`config.mk`:
```
export PLATFORM = sky130hd
export DESIGN_NAME = apa_pin_out
export DESIGN_NICKNAME = d
export VERILOG_FILES = /design/src/logic/apa_pkg.sv /design/src/logic/apa_pin_out.sv
export VERILOG_INCLUDE_DIRS = /design/src /design/src/logic
export SDC_FILE = /design/constraint.sdc
export NUM_CORES = 1
export LEC_CHECK = 0
export ABC_AREA = 1
export BUFFER_PORTS_ARGS = -buffer_cell sky130_fd_sc_hd__buf_2
export CAP_MARGIN = 10
export CORE_UTILIZATION = 42
export CTS_CLUSTER_DIAMETER = 30
export DETAILED_ROUTE_END_ITERATION = 6
export MAX_ROUTING_LAYER = met4
export PLACE_DENSITY = 0.71
export SLEW_MARGIN = 15
export SYNTH_ARGS = -nofsm -noshare
export SYNTH_HDL_FRONTEND = slang
export SYNTH_SLANG_ARGS = --single-unit
```
`constraint.sdc`:
```
create_clock -name clk -period 6.1 [get_ports clk]
set_clock_uncertainty 0.1 [all_clocks]
set_input_delay 0.915 -clock clk [delete_from_list [all_inputs] [get_ports clk]]
set_output_delay 0.915 -clock clk [all_outputs]
set_load 0.005 [all_outputs]
```
`src/logic/apa_cfg.svh`:
```
// Purpose: Offsets, field positions, reset values and timing counts.
// Assumes: 25 MHz block clock, APB with byte addresses.
// Notes: Included by the pin output block only.
`ifndef APA_CFG_SVH
`define APA_CFG_SVH
`define APA_CLK_MHZ     25
`define APA_FP30_NS     488
`define APA_FP24_NS     648
`define APA_FP30_CYC    ((`APA_FP30_NS * `APA_CLK_MHZ) / 1000)
`define APA_FP24_CYC    ((`APA_FP24_NS * `APA_CLK_MHZ) / 1000)
`define APA_DF_LEAD     6'h04
`define APA_SIM_STEP_A  4'h2
`define APA_SIM_STEP_B  4'h6
`define APA_OFF_CTRL    12'h000
`define APA_OFF_OFFS    12'h004
`define APA_OFF_MASK    12'h008
`define APA_OFF_ACK     12'h00C
`define APA_OFF_STAT    12'h010
`define APA_CTRL_W      12
`define APA_CTRL_RST    12'h000
`define APA_OFFS_TRO_LSB 8
`define APA_ACK_ALARM   0
`define APA_ACK_MF      1
`define APA_ACK_DL      2
`define APA_SLOTS_2M    6'h1F
`define APA_SLOTS_4M    6'h3F
`define APA_IDLE_BYTE   8'hFF
`define APA_ESF_DL_FRM  7'h0C
`define APA_F72_STEP    7'h0C
`define APA_MF_LEN      2'h2
`endif

```
`src/logic/apa_pkg.sv`:
```
// Purpose: Types shared by the aligner pin output block.
// Assumes: Constants live in apa_cfg.svh.
// Notes: Control layout matches the control register, highest bit first.
package apa_pkg;
  typedef enum logic [2:0] {
    HW_IDLE = 3'b001,
    HW_OFFS = 3'b010,
    HW_RUN  = 3'b100
  } apa_hw_t;
  typedef struct packed {
    logic [1:0] mf_format;
    logic       code_sel;
    logic       optical_sense;
    logic       test_sense;
    logic       irq_select;
    logic       freeze_disable;
    logic       parity_type;
    logic       ctm;
    logic       sclk_rate;
    logic       hw_rate;
    logic       pcm24;
  } apa_ctrl_t;
  typedef struct packed {
    logic frame_start;
    logic superframe_start;
    logic framing_err;
    logic slip;
    logic sync_lost;
  } apa_rx_evt_t;
  typedef struct packed {
    logic       frame_start;
    logic [6:0] frame_num;
    logic       data_bit;
    logic       coded_pos;
    logic       coded_neg;
  } apa_tx_evt_t;
endpackage

```
`src/logic/apa_pin_out.sv`:
```
// Purpose: Output pins of a primary-rate frame aligner.
// Assumes: Pin clocks are sampled by clk; framer logic shares clk.
// Notes: Registers are reached over a zero-wait APB slave.
`timescale 1ns/100ps
`include "apa_cfg.svh"

// How it works
// - Test outputs carry the coded transmit stream, unaffected by AIS.
// - Test code follows code select alone; sense bit, reset high.
// - Highway runs at 4096 or 2048 kbit/s per rate bit.
// - Highway data changes on system clock falling edges.
// - Slot 0 starts offset edges after the edge following sync.
// - In 24-channel mode slot mapping follows the translation bit.
// - 30-channel doubleframe parity makes the ones count even.
// - Parity shown the doubleframe after next, changing four clocks before its start.
// - Freeze goes active on framing error, sync loss or slip.
// - Freeze clears after one error-free superframe.
// - Disable bit inhibits freeze; simulation steps 2 and 6 force it.
// - Interrupt select turns the shared pin into the alarm interrupt.
// - Only alarm sources enabled in the mask raise the interrupt.
// - Writing one to the acknowledge bit removes the interrupt.
// - Channel parity, even or odd per type bit, stands with each slot.
// - Frame pulse is suppressed during sync loss, not by simulation.
// - Frame pulse comes from the route, 8 kHz, 480 or 640 ns wide.
// - 30-channel optical NRZ, sense bit, changes on route clock rise.
// - 24-channel multiframe begin pulses at every superframe start.
// - Extended superframe adds a pulse at frame 12.
// - F72 pulses every 12 frames; a flag marks the data link start.
// - Pulses last two frames; an acknowledge write ends one early.
module apa_pin_out (
  input  wire logic                 clk,
  input  wire logic                 rstn,
  input  wire logic                 psel,
  input  wire logic                 penable,
  input  wire logic                 pwrite,
  input  wire logic [11:0]          paddr,
  input  wire logic [31:0]          pwdata,
  output logic      [31:0]          prdata,
  output logic                      pready,
  output logic                      pslverr,
  input  wire logic                 sys_clock,
  input  wire logic                 system_sync_pulse_n,
  input  wire logic                 tx_route_clock,
  input  wire apa_pkg::apa_rx_evt_t rx_evt,
  input  wire apa_pkg::apa_tx_evt_t tx_evt,
  input  wire logic [7:0]           alarm_src,
  input  wire logic [3:0]           alarm_sim_step,
  output logic      [4:0]           store_rd_idx,
  input  wire logic [7:0]           store_rd_data,
  output logic                      rx_highway_data,
  output logic                      rx_channel_parity,
  output logic                      rx_frame_pulse_n,
  output logic                      shared_status_out,
  output logic                      test_out_pos,
  output logic                      test_out_neg,
  output logic                      optical_nrz_out,
  output logic                      tx_multiframe_begin,
  output logic                      datalink_start_flag
);
  import apa_pkg::*;

  typedef struct packed {
    logic [2:0]  s_sclk;
    logic [2:0]  s_sync;
    logic [2:0]  s_xr;
    logic        l_sclk;
    logic        l_sync;
    logic        l_xr;
    apa_ctrl_t   ctrl;
    logic [5:0]  tro;
    logic [2:0]  rco;
    logic [7:0]  mask;
    apa_hw_t     hw;
    logic        armed;
    logic [10:0] off_cnt;
    logic [1:0]  clk_cnt;
    logic [2:0]  bit_cnt;
    logic [5:0]  slot;
    logic        frame_odd;
    logic [7:0]  shreg;
    logic [4:0]  rd_idx;
    logic        rx_data;
    logic        ch_par;
    logic        df_acc;
    logic        df_pend;
    logic        dfp;
    logic        freeze;
    logic        sf_err;
    logic        irq;
    logic [4:0]  fp_cnt;
    logic        fp_n;
    logic        shared;
    logic        test_pos;
    logic        test_neg;
    logic        ami_last;
    logic        opt;
    logic        mfb;
    logic [1:0]  mf_left;
    logic        dl_flag;
    logic [31:0] prdata;
  } apa_state_t;

  apa_state_t st_r;
  apa_state_t st_nxt;

  // Maps a highway slot to a route channel; bit 5 flags a live slot.
  function automatic logic [5:0] slot_map(input logic [5:0] slot,
                                          input logic       pcm24,
                                          input logic       ctm);
    logic [5:0] res;
    res = 6'h00;
    if (slot[5]) begin
      res = 6'h00;
    end else if (!pcm24) begin
      res = {1'b1, slot[4:0]};
    end else if (ctm) begin
      if (slot != 6'h00 && slot <= 6'h18) begin
        res = {1'b1, 5'(slot - 6'h01)};
      end
    end else if (slot[1:0] != 2'b00) begin
      res = {1'b1, 5'(slot - {2'b00, slot[5:2]} - 6'h01)};
    end
    return res;
  endfunction

  // Falls left until the next slot boundary edge.
  function automatic logic [5:0] falls_left(input logic [2:0] bit_cnt,
                                            input logic [1:0] clk_cnt,
                                            input logic [2:0] cpb);
    logic [5:0] prod;
    prod = 6'(3'h7 - bit_cnt) * 6'(cpb);
    return 6'(prod + 6'(cpb - 3'h1) - 6'(clk_cnt));
  endfunction

  always_comb begin
    logic        sclk_fall;
    logic        sync_act;
    logic        xr_rise;
    logic [2:0]  cpb;
    logic [10:0] offs;
    logic        start;
    logic        next_slot;
    logic [5:0]  last_slot;
    logic [5:0]  map;
    logic [7:0]  byte_in;
    logic        mf_hit;
    logic        sim_frz;
    logic        wr;
    logic        rd;
    sclk_fall = 1'b0;
    sync_act = 1'b0;
    xr_rise = 1'b0;
    start = 1'b0;
    next_slot = 1'b0;
    map = 6'h00;
    byte_in = 8'h00;
    mf_hit = 1'b0;
    st_nxt = st_r;
    wr = psel & penable & pwrite;
    rd = psel & ~penable & ~pwrite;

    // Pin inputs take effect once the second and third stages agree.
    st_nxt.s_sclk = {st_r.s_sclk[1:0], sys_clock};
    st_nxt.s_sync = {st_r.s_sync[1:0], system_sync_pulse_n};
    st_nxt.s_xr = {st_r.s_xr[1:0], tx_route_clock};
    if (st_r.s_sclk[2] == st_r.s_sclk[1]) begin
      st_nxt.l_sclk = st_r.s_sclk[2];
      sclk_fall = st_r.l_sclk & ~st_r.s_sclk[2];
    end
    if (st_r.s_sync[2] == st_r.s_sync[1]) begin
      st_nxt.l_sync = st_r.s_sync[2];
      sync_act = st_r.l_sync & ~st_r.s_sync[2];
    end
    if (st_r.s_xr[2] == st_r.s_xr[1]) begin
      st_nxt.l_xr = st_r.s_xr[2];
      xr_rise = ~st_r.l_xr & st_r.s_xr[2];
    end

    case ({st_r.ctrl.hw_rate, st_r.ctrl.sclk_rate})
      2'b00:   cpb = 3'h2;
      2'b01:   cpb = 3'h4;
      2'b10:   cpb = 3'h1;
      default: cpb = 3'h2;
    endcase
    last_slot = st_r.ctrl.hw_rate ? `APA_SLOTS_4M : `APA_SLOTS_2M;
    offs = 11'({st_r.tro, 3'b000}) * 11'(cpb) + 11'(st_r.rco);

    if (sync_act) begin
      st_nxt.armed = 1'b1;
      st_nxt.rd_idx = 5'h00;
    end
    case (st_r.hw)
      HW_IDLE, HW_RUN: begin
        if (st_r.armed & sclk_fall) begin
          st_nxt.armed = 1'b0;
          st_nxt.off_cnt = offs;
          st_nxt.hw = HW_OFFS;
          start = (offs == 11'h000);
        end else if (st_r.hw == HW_RUN && sclk_fall) begin
          if (st_r.clk_cnt != 2'(cpb - 3'h1)) begin
            st_nxt.clk_cnt = 2'(st_r.clk_cnt + 2'h1);
          end else begin
            st_nxt.clk_cnt = 2'h0;
            st_nxt.bit_cnt = 3'(st_r.bit_cnt + 3'h1);
            next_slot = (st_r.bit_cnt == 3'h7);
          end
        end
      end
      HW_OFFS: begin
        if (sclk_fall) begin
          st_nxt.off_cnt = 11'(st_r.off_cnt - 11'h001);
          start = (st_r.off_cnt == 11'h001);
        end
      end
      default: begin
        st_nxt.hw = HW_IDLE;
      end
    endcase

    if (start) begin
      st_nxt.hw = HW_RUN;
      st_nxt.slot = 6'h00;
      st_nxt.frame_odd = 1'b0;
      st_nxt.df_acc = 1'b0;
      st_nxt.clk_cnt = 2'h0;
      st_nxt.bit_cnt = 3'h0;
      next_slot = 1'b1;
    end else if (next_slot) begin
      st_nxt.slot = (st_r.slot == last_slot) ? 6'h00
                  : 6'(st_r.slot + 6'h01);
      if (st_r.slot == last_slot) begin
        st_nxt.frame_odd = ~st_r.frame_odd;
      end
    end
    if (next_slot) begin
      map = slot_map(st_nxt.slot, st_r.ctrl.pcm24, st_r.ctrl.ctm);
      byte_in = map[5] ? store_rd_data : `APA_IDLE_BYTE;
      st_nxt.shreg = byte_in;
      st_nxt.ch_par = ^byte_in ^ st_r.ctrl.parity_type;
      map = slot_map((st_nxt.slot == last_slot) ? 6'h00
                     : 6'(st_nxt.slot + 6'h01),
                     st_r.ctrl.pcm24, st_r.ctrl.ctm);
      st_nxt.rd_idx = map[4:0];
    end else if (st_r.hw == HW_RUN && sclk_fall
                 && st_r.clk_cnt == 2'(cpb - 3'h1)) begin
      st_nxt.shreg = {st_r.shreg[6:0], 1'b0};
    end
    if (st_nxt.hw == HW_RUN && (next_slot || st_nxt.shreg != st_r.shreg))
    begin
      st_nxt.rx_data = st_nxt.shreg[7];
      if (start) begin
        st_nxt.df_acc = st_nxt.shreg[7];
      end else if (next_slot && st_nxt.slot == 6'h00 && !st_nxt.frame_odd)
      begin
        st_nxt.df_pend = st_r.df_acc;
        st_nxt.df_acc = st_nxt.shreg[7];
      end else begin
        st_nxt.df_acc = st_r.df_acc ^ st_nxt.shreg[7];
      end
    end
    if (st_r.hw == HW_RUN && sclk_fall && st_r.frame_odd
        && st_r.slot == last_slot
        && falls_left(st_r.bit_cnt, st_r.clk_cnt, cpb) == `APA_DF_LEAD)
    begin
      st_nxt.dfp = st_r.df_pend;
    end

    if (rx_evt.superframe_start) begin
      if (!st_r.sf_err && !rx_evt.sync_lost) begin
        st_nxt.freeze = 1'b0;
      end
      st_nxt.sf_err = 1'b0;
    end
    if (rx_evt.framing_err | rx_evt.slip | rx_evt.sync_lost) begin
      st_nxt.freeze = 1'b1;
      st_nxt.sf_err = 1'b1;
    end

    if (wr && paddr == `APA_OFF_ACK && pwdata[`APA_ACK_ALARM]) begin
      st_nxt.irq = 1'b0;
    end
    if (|(alarm_src & st_r.mask)) begin
      st_nxt.irq = 1'b1;
    end

    sim_frz = (alarm_sim_step == `APA_SIM_STEP_A)
            | (alarm_sim_step == `APA_SIM_STEP_B);
    if (st_r.ctrl.irq_select) begin
      st_nxt.shared = st_nxt.irq;
    end else if (st_r.ctrl.pcm24) begin
      st_nxt.shared = ~st_r.ctrl.freeze_disable
                    & (st_nxt.freeze | sim_frz);
    end else begin
      st_nxt.shared = st_nxt.dfp;
    end

    if (st_r.fp_cnt != 5'h00) begin
      st_nxt.fp_cnt = 5'(st_r.fp_cnt - 5'h01);
      st_nxt.fp_n = (st_r.fp_cnt == 5'h01);
    end
    if (rx_evt.frame_start) begin
      st_nxt.fp_cnt = st_r.ctrl.pcm24 ? 5'(`APA_FP24_CYC)
                                      : 5'(`APA_FP30_CYC);
      st_nxt.fp_n = 1'b0;
    end
    if (rx_evt.sync_lost) begin
      st_nxt.fp_n = 1'b1;
      st_nxt.fp_cnt = 5'h00;
    end

    if (xr_rise) begin
      st_nxt.opt = ~st_r.ctrl.pcm24
                 & (tx_evt.data_bit ^ st_r.ctrl.optical_sense);
      if (st_r.ctrl.code_sel) begin
        st_nxt.test_pos = tx_evt.coded_pos ~^ st_r.ctrl.test_sense;
        st_nxt.test_neg = tx_evt.coded_neg ~^ st_r.ctrl.test_sense;
      end else begin
        st_nxt.test_pos = (tx_evt.data_bit & ~st_r.ami_last)
                        ~^ st_r.ctrl.test_sense;
        st_nxt.test_neg = (tx_evt.data_bit & st_r.ami_last)
                        ~^ st_r.ctrl.test_sense;
        st_nxt.ami_last = st_r.ami_last ^ tx_evt.data_bit;
      end
    end

    if (tx_evt.frame_start && st_r.mfb) begin
      st_nxt.mf_left = 2'(st_r.mf_left - 2'h1);
      st_nxt.mfb = (st_r.mf_left != 2'h1);
    end
    if (wr && paddr == `APA_OFF_ACK && pwdata[`APA_ACK_MF]) begin
      st_nxt.mfb = 1'b0;
    end
    if (wr && paddr == `APA_OFF_ACK && pwdata[`APA_ACK_DL]) begin
      st_nxt.dl_flag = 1'b0;
    end
    case (st_r.ctrl.mf_format)
      2'h2:    mf_hit = tx_evt.frame_num == 7'h00
                      || tx_evt.frame_num == `APA_ESF_DL_FRM;
      2'h3:    mf_hit = (tx_evt.frame_num % `APA_F72_STEP) == 7'h00;
      default: mf_hit = tx_evt.frame_num == 7'h00;
    endcase
    if (tx_evt.frame_start && mf_hit && st_r.ctrl.pcm24) begin
      st_nxt.mfb = 1'b1;
      st_nxt.mf_left = `APA_MF_LEN;
      if (st_r.ctrl.mf_format == 2'h3 && tx_evt.frame_num == 7'h00) begin
        st_nxt.dl_flag = 1'b1;
      end
    end

    // Registers take writes at the access edge; reads are set up early.
    if (wr && paddr == `APA_OFF_CTRL) begin
      st_nxt.ctrl = apa_ctrl_t'(pwdata[`APA_CTRL_W-1:0]);
    end
    if (wr && paddr == `APA_OFF_OFFS) begin
      st_nxt.rco = pwdata[2:0];
      st_nxt.tro = pwdata[`APA_OFFS_TRO_LSB+5:`APA_OFFS_TRO_LSB];
    end
    if (wr && paddr == `APA_OFF_MASK) begin
      st_nxt.mask = pwdata[7:0];
    end
    if (rd) begin
      case (paddr)
        `APA_OFF_CTRL: st_nxt.prdata = {20'h0_0000, st_r.ctrl};
        `APA_OFF_OFFS: st_nxt.prdata = {18'h0_0000, st_r.tro,
                                        5'h00, st_r.rco};
        `APA_OFF_MASK: st_nxt.prdata = {24'h00_0000, st_r.mask};
        `APA_OFF_STAT: st_nxt.prdata = {24'h00_0000, st_r.hw == HW_RUN,
                                        st_r.dl_flag, st_r.mfb,
                                        st_r.shared, st_r.dfp,
                                        st_r.freeze, st_r.fp_n, st_r.irq};
        default:       st_nxt.prdata = 32'h0000_0000;
      endcase
    end
  end

  always_ff @(posedge clk or negedge rstn) begin
    if (!rstn) begin
      st_r <= '0;
      st_r.s_sync <= 3'h7;
      st_r.l_sync <= 1'b1;
      st_r.ctrl <= apa_ctrl_t'(`APA_CTRL_RST);
      st_r.hw <= HW_IDLE;
      st_r.fp_n <= 1'b1;
      st_r.test_pos <= 1'b1;
      st_r.test_neg <= 1'b1;
    end else begin
      st_r <= st_nxt;
    end
  end

  assign pready = 1'b1;
  assign pslverr = psel & penable
                 & ~(paddr == `APA_OFF_CTRL || paddr == `APA_OFF_OFFS
                     || paddr == `APA_OFF_MASK || paddr == `APA_OFF_ACK
                     || paddr == `APA_OFF_STAT);
  assign prdata = st_r.prdata;
  assign store_rd_idx = st_r.rd_idx;
  assign rx_highway_data = st_r.rx_data;
  assign rx_channel_parity = st_r.ch_par;
  assign rx_frame_pulse_n = st_r.fp_n;
  assign shared_status_out = st_r.shared;
  assign test_out_pos = st_r.test_pos;
  assign test_out_neg = st_r.test_neg;
  assign optical_nrz_out = st_r.opt;
  assign tx_multiframe_begin = st_r.mfb;
  assign datalink_start_flag = st_r.dl_flag;
endmodule

```
# After elaboration in Yosys (flattened, before gate mapping)
# Index checks and enable logic that the tools add are counted.
# word_totals
register_bits	136
inputBits	88
out_inout_bits	48
wordCells	273
# op_classes
addsub	19
n_mul	2
div	1
magnitude_cmp	2
n_eq_ne	32
muxes	73
bitwise	38
reduce_logical	58
# op_table
cell	count
6-bit 2-to-1 mux	12
5-bit 2-to-1 mux	12
14-bit one-hot mux with 4 select lines	1
1-bit 2-to-1 mux	27
5-bit by 1-bit subtractor with 5-bit output (second input constant)	5
12-bit by 4-bit equality test with 1-bit output (second input constant)	2
8-bit 2-to-1 mux	3
1-bit logical AND	22
11-bit one-hot mux with 2 select lines	1
2-bit nonzero test	9
15-bit 2-to-1 mux	1
7-bit logical NOT	2
7-bit 2-to-1 mux	2
1-bit AND	13
6-bit by 1-bit adder with 6-bit output (second input constant)	2
12-bit by 3-bit equality test with 1-bit output (second input constant)	1
12-bit by 5-bit equality test with 1-bit output (second input constant)	1
6-bit equality test	2
6-bit by 5-bit less-or-equal comparator with 1-bit output (second input constant)	2
12-bit logical NOT	1
1-bit NOT	12
3-bit one-hot mux with 2 select lines	2
6-bit nonzero test	2
11-bit by 3-bit adder with 11-bit output	1
50 further kinds	87

# Depth between registers and ports, before layout
# depth
depth_word	23
mapped_depth	38
ltp_nobuf	35

# Worst setup path before layout
# No wires, ideal clock.
# synth_timing
path_type	reg-to-reg
start	reg st_r[113] in the netlist's numbering
end	reg st_r, in the netlist store_rd_idx[4]
arrival_ns	5.028
path_slack_ns	0.848
path_stages_with_launch	35
path_buffers	2
path_cell_list	dfrtp_1 inv_1 ha_1 clkbuf_1 nand2_1 fa_1 inv_1 ha_1 inv_1 fa_1 nand2_1 nor2_1 nand3_1 nor2_2 nand3_1 nor2_2 nor2_4 buf_6 nand2_2 inv_1 ha_1 inv_1 nor2_2 inv_2 nor2_1 nand3_1 nand2_1 inv_1 fa_1 a31oi_1 inv_1 o21ai_0 nand3_1 o211ai_1 nand2_1
# synth_lines
item	line_no	text
start, declared	apa_pin_out.sv:103	apa_state_t st_r;
start signal, assigned	apa_pin_out.sv:387	st_r <= st_nxt;

==> results.py <==
metrics = {
    "status": {
        "run_status": "complete, no violations",
    },
    "grt": {
        "grtUsageMet2": 0.324,
        "grt_most_used_layer": "met2",
        "first_global_vias": 6821,
        "gr-usage-met1": 0.278,
        "grt_first_pass_wirelength_mm": 32.7,
        "globalRoute.totalOverflow": 0,
        "grt_use_met3": 0.0320,
        "grt_start_max_net_pins": 71,
        "grt_usage": 0.209,
        "grt_antenna_before_repair": 0,
    },
    "synth": {
        "synth_top_flop_cell": "sky130_fd_sc_hd__dfrtp_1",
        "yosysMostFrequentCell": "sky130_fd_sc_hd__nand2_1",
        "synth-edff-count": 0,
        "synth_cells": 1100,
        "synth.cells.most_frequent": "sky130_fd_sc_hd__nand2_1, sky130_fd_sc_hd__inv_1, sky130_fd_sc_hd__dfrtp_1, sky130_fd_sc_hd__o21ai_0",
        "synth_top_area_cell": "sky130_fd_sc_hd__dfrtp_1",
        "yosys_warnings": 0,
        "yosysSeqAreaShare": 0.358,
        "synth-async-reset-ratio": 1.00,
        "biggest_area_contributors_in_the_synthesized_netlist": "sky130_fd_sc_hd__dfrtp_1, sky130_fd_sc_hd__nand2_1, sky130_fd_sc_hd__inv_1",
        "synth_cell_types": 58,
        "synthDominantCellAreaShare": 0.333,
        "yosys_register_bits": 118,
        "synth.cell_area_mm2": 0.00828,
        "post_synthesis_mean_instance_area_um2": 7.52,
    },
    "cells_and_area": {
        "total_area_of_multi_input_combinational_cells_mm2": 0.00432,
        "nets": 1330,
        "synthesis_to_finish_area_growth_pct": 14.6,
        "nFillCells": 1831,
        "final-instance-count-excl-fill": 1465,
        "layout-drive-gt1-share": 0.188,
        "sequential_area_mm2": 0.00296,
        "antenna_cells_inserted": 0,
        "postLayoutCoreUtil": 0.499,
    },
    "clock_tree": {
        "cts_max_path_bufs": 2,
        "ctsHtreeMaxLevel": 4,
        "postCtsSetupBuffers": 0,
        "cell_at_the_root_of_the_clock_tree": "sky130_fd_sc_hd__clkbuf_16",
        "cts_made_buffers": 17,
        "clkSlewWorstSetupHoldPaths_ns": 0.06,
        "numClockSinks": 118,
        "holdBufCountCts": 0,
        "tritoncts_clock_tree": "built",
        "cts_resizes": 0,
        "worstSkewPairLatency_ns": 0.42,
    },
    "pwr": {
        "power_density_mw_per_mm2": 287,
        "total_power_w": 0.00272,
        "total_leakage_power_nw": 4.99,
        "vdd_drop_max_v": 0.000194,
    },
    "setup_path": {
        "cpMostUsedCell": "sky130_fd_sc_hd__inv_1",
        "worstSetupPathType": "flip-flop to flip-flop",
        "crit_slowest_cell": "sky130_fd_sc_hd__fa_1",
        "crit_path_end_kind": "flip-flop",
        "critPathMaxFanout": 8,
        "worst-r2r-setup-slack_ns": 0.59,
        "slowest_delay_ns": 0.48,
        "worst_ep_arrival_time_ns": 5.71,
        "cp-startpoint": "st_r[113]$_DFFE_PN0P_",
        "r2r_start": "st_r[113]$_DFFE_PN0P_",
        "cp_data_required_time_ns": 6.30,
        "cp-start-kind": "flip-flop",
    },
    "placement": {
        "io_buffer_count": 97,
        "place.detailed.hpwl_mm": 14.5,
        "routabilityCongestion": 0.871,
        "placed_cells": 1433,
    },
    "timing": {
        "layout_worst_path_cycle_share": 0.903,
        "fin_tns_setup_ns": 0,
        "finalHoldViolations": 0,
        "rsz0062_at_grt": "no",
        "clock.fmax_ghz": 0.182,
        "pin_slew_with_the_least_headroom_to_its_limit_ns": 0.865,
        "slew_viol_final": 0,
        "timing.final.crit_period_ns": 5.51,
        "setup_viol_count_final": 0,
        "timing.max_slew.rel_slack": 0.424,
    },
    "worst_hold_path": {
        "hold_path_startpoint": "st_nxt[134]$_DFF_PN0_",
        "min-delay-path-class": "flip-flop to flip-flop",
    },
    "drt": {
        "drt-wirelength-per-cell_um": 13.1,
        "detail_route.wirelength_mm": 19.2,
        "via_per_inst": 4.94,
        "num_vias": 7235,
        "ant_nets": 0,
        "drt-pass1-iter-count": 5,
        "post-route-drc-count": 0,
        "initialDrtViolationCount": 393,
    },
    "floorplan": {
        "io-pin-count": 136,
        "die_w_um": 142,
        "num_rows": 50,
        "fp.dieH_um": 142,
        "die-area_mm2": 0.0203,
        "fp.coreArea_mm2": 0.0190,
        "initial_core_util": 0.435,
    },
    "flow_run": {
        "timing.max_cap.violations": 0,
    },
}
-- registers in the layout, indices dropped and copies added, names as in the netlist --
register / flops
tx_multiframe_begin: 1
shared_status_out: 1
prdata: 14
st_nxt: 6
datalink_start_flag: 1
rx_highway_data: 1
test_out_neg: 1
test_out_pos: 1
rx_frame_pulse_n: 1
optical_nrz_out: 1
store_rd_idx: 5
st_r: 84
rx_channel_parity: 1
-- cell families (layout without fill, tap and decap cells) --
kind of cell / Yosys count / in the layout / share of synthesized area
AO/OA/AOI/OAI: 165 / 165 / 0.115
XOR/XNOR: 21 / 21 / 0.0222
adder cells (fa/ha/maj): 51 / 51 / 0.0922
buffers and inverters: 239 / 323 / 0.129
flip-flops: 118 / 118 / 0.358
multiplexers: 4 / 4 / 0.00514
other: 2 / 23 / 0.000908
AND/OR/NAND/NOR: 500 / 500 / 0.277
-- cell type report --
| type | instances | area share |
|---|---|---|
| clock inverters | 9 | 0.0132 |
| inverters | 180 | 0.0712 |
| repair buffers | 111 | 0.0625 |
| clock buffers | 23 | 0.0504 |
| multi-input cells | 764 | 0.456 |
| flip-flops and latches | 118 | 0.312 |
| well taps | 260 | 0.0343 |
-- power by group --
part | internal (W) | switching (W) | leakage [nW]
clock network | 0.000672 | 0.000356 | 0.293
registers | 0.000899 | 0.0000879 | 1.54
logic | 0.000287 | 0.000417 | 3.16
-- placed cells by master (no fill, tap or decap), drive strengths merged, types with 13 or more instances in the layout --
| cell type | instances |
|---|---|
| buf | 111 |
| clkbuf | 23 |
| a21oi | 25 |
| nand3 | 84 |
| conb | 23 |
| nor3 | 13 |
| ha | 33 |
| inv | 179 |
| dfrtp | 110 |
| o21ai | 94 |
| nand4 | 18 |
| nor2 | 84 |
| nand2 | 285 |
| fa | 17 |
-- stage by stage --
step                setup slack, ns  hold slack, ns  cell area (µm²)
finish                        0.591           0.247             9480
global route                 0.0769           0.249             9480
detailed placement            0.500           0.237             8880
global placement              0.629           0.233             8880
floorplan                     0.848           0.231             8350
CTS                           0.460           0.250             9480
-- worst max-delay path, delay by kind of cell, from the launching register on --
kind | cells | cell delay [ns]
AO/OA/AOI/OAI | 3 | 0.47
adder cells (fa/ha/maj) | 6 | 2.00
AND/OR/NAND/NOR | 14 | 1.61
flip-flops | 1 | 0.46
buffers and inverters | 9 | 0.75
-- metal layers --
layer,up-vias,routed length (µm),part of all wire
met5,-,0,0
met4,0,416,0.022
met3,34,858,0.045
met2,204,8990,0.47
met1,3337,8900,0.46
li1,3660,-,-
-- final timing paths --
path	endpoint	cells past startpoint
max	store_rd_idx[4]$_DFFE_PN0P_	32
min	st_nxt[135]$_DFF_PN0_	0
max reg2reg	store_rd_idx[4]$_DFFE_PN0P_	32
min reg2reg	st_nxt[135]$_DFF_PN0_	0
max in group asynchronous	st_r[48]$_DFFE_PN0P_	2
min in group asynchronous	st_r[65]$_DFF_PN0_	1
Note: power is estimated with default switching activity, not from simulation.
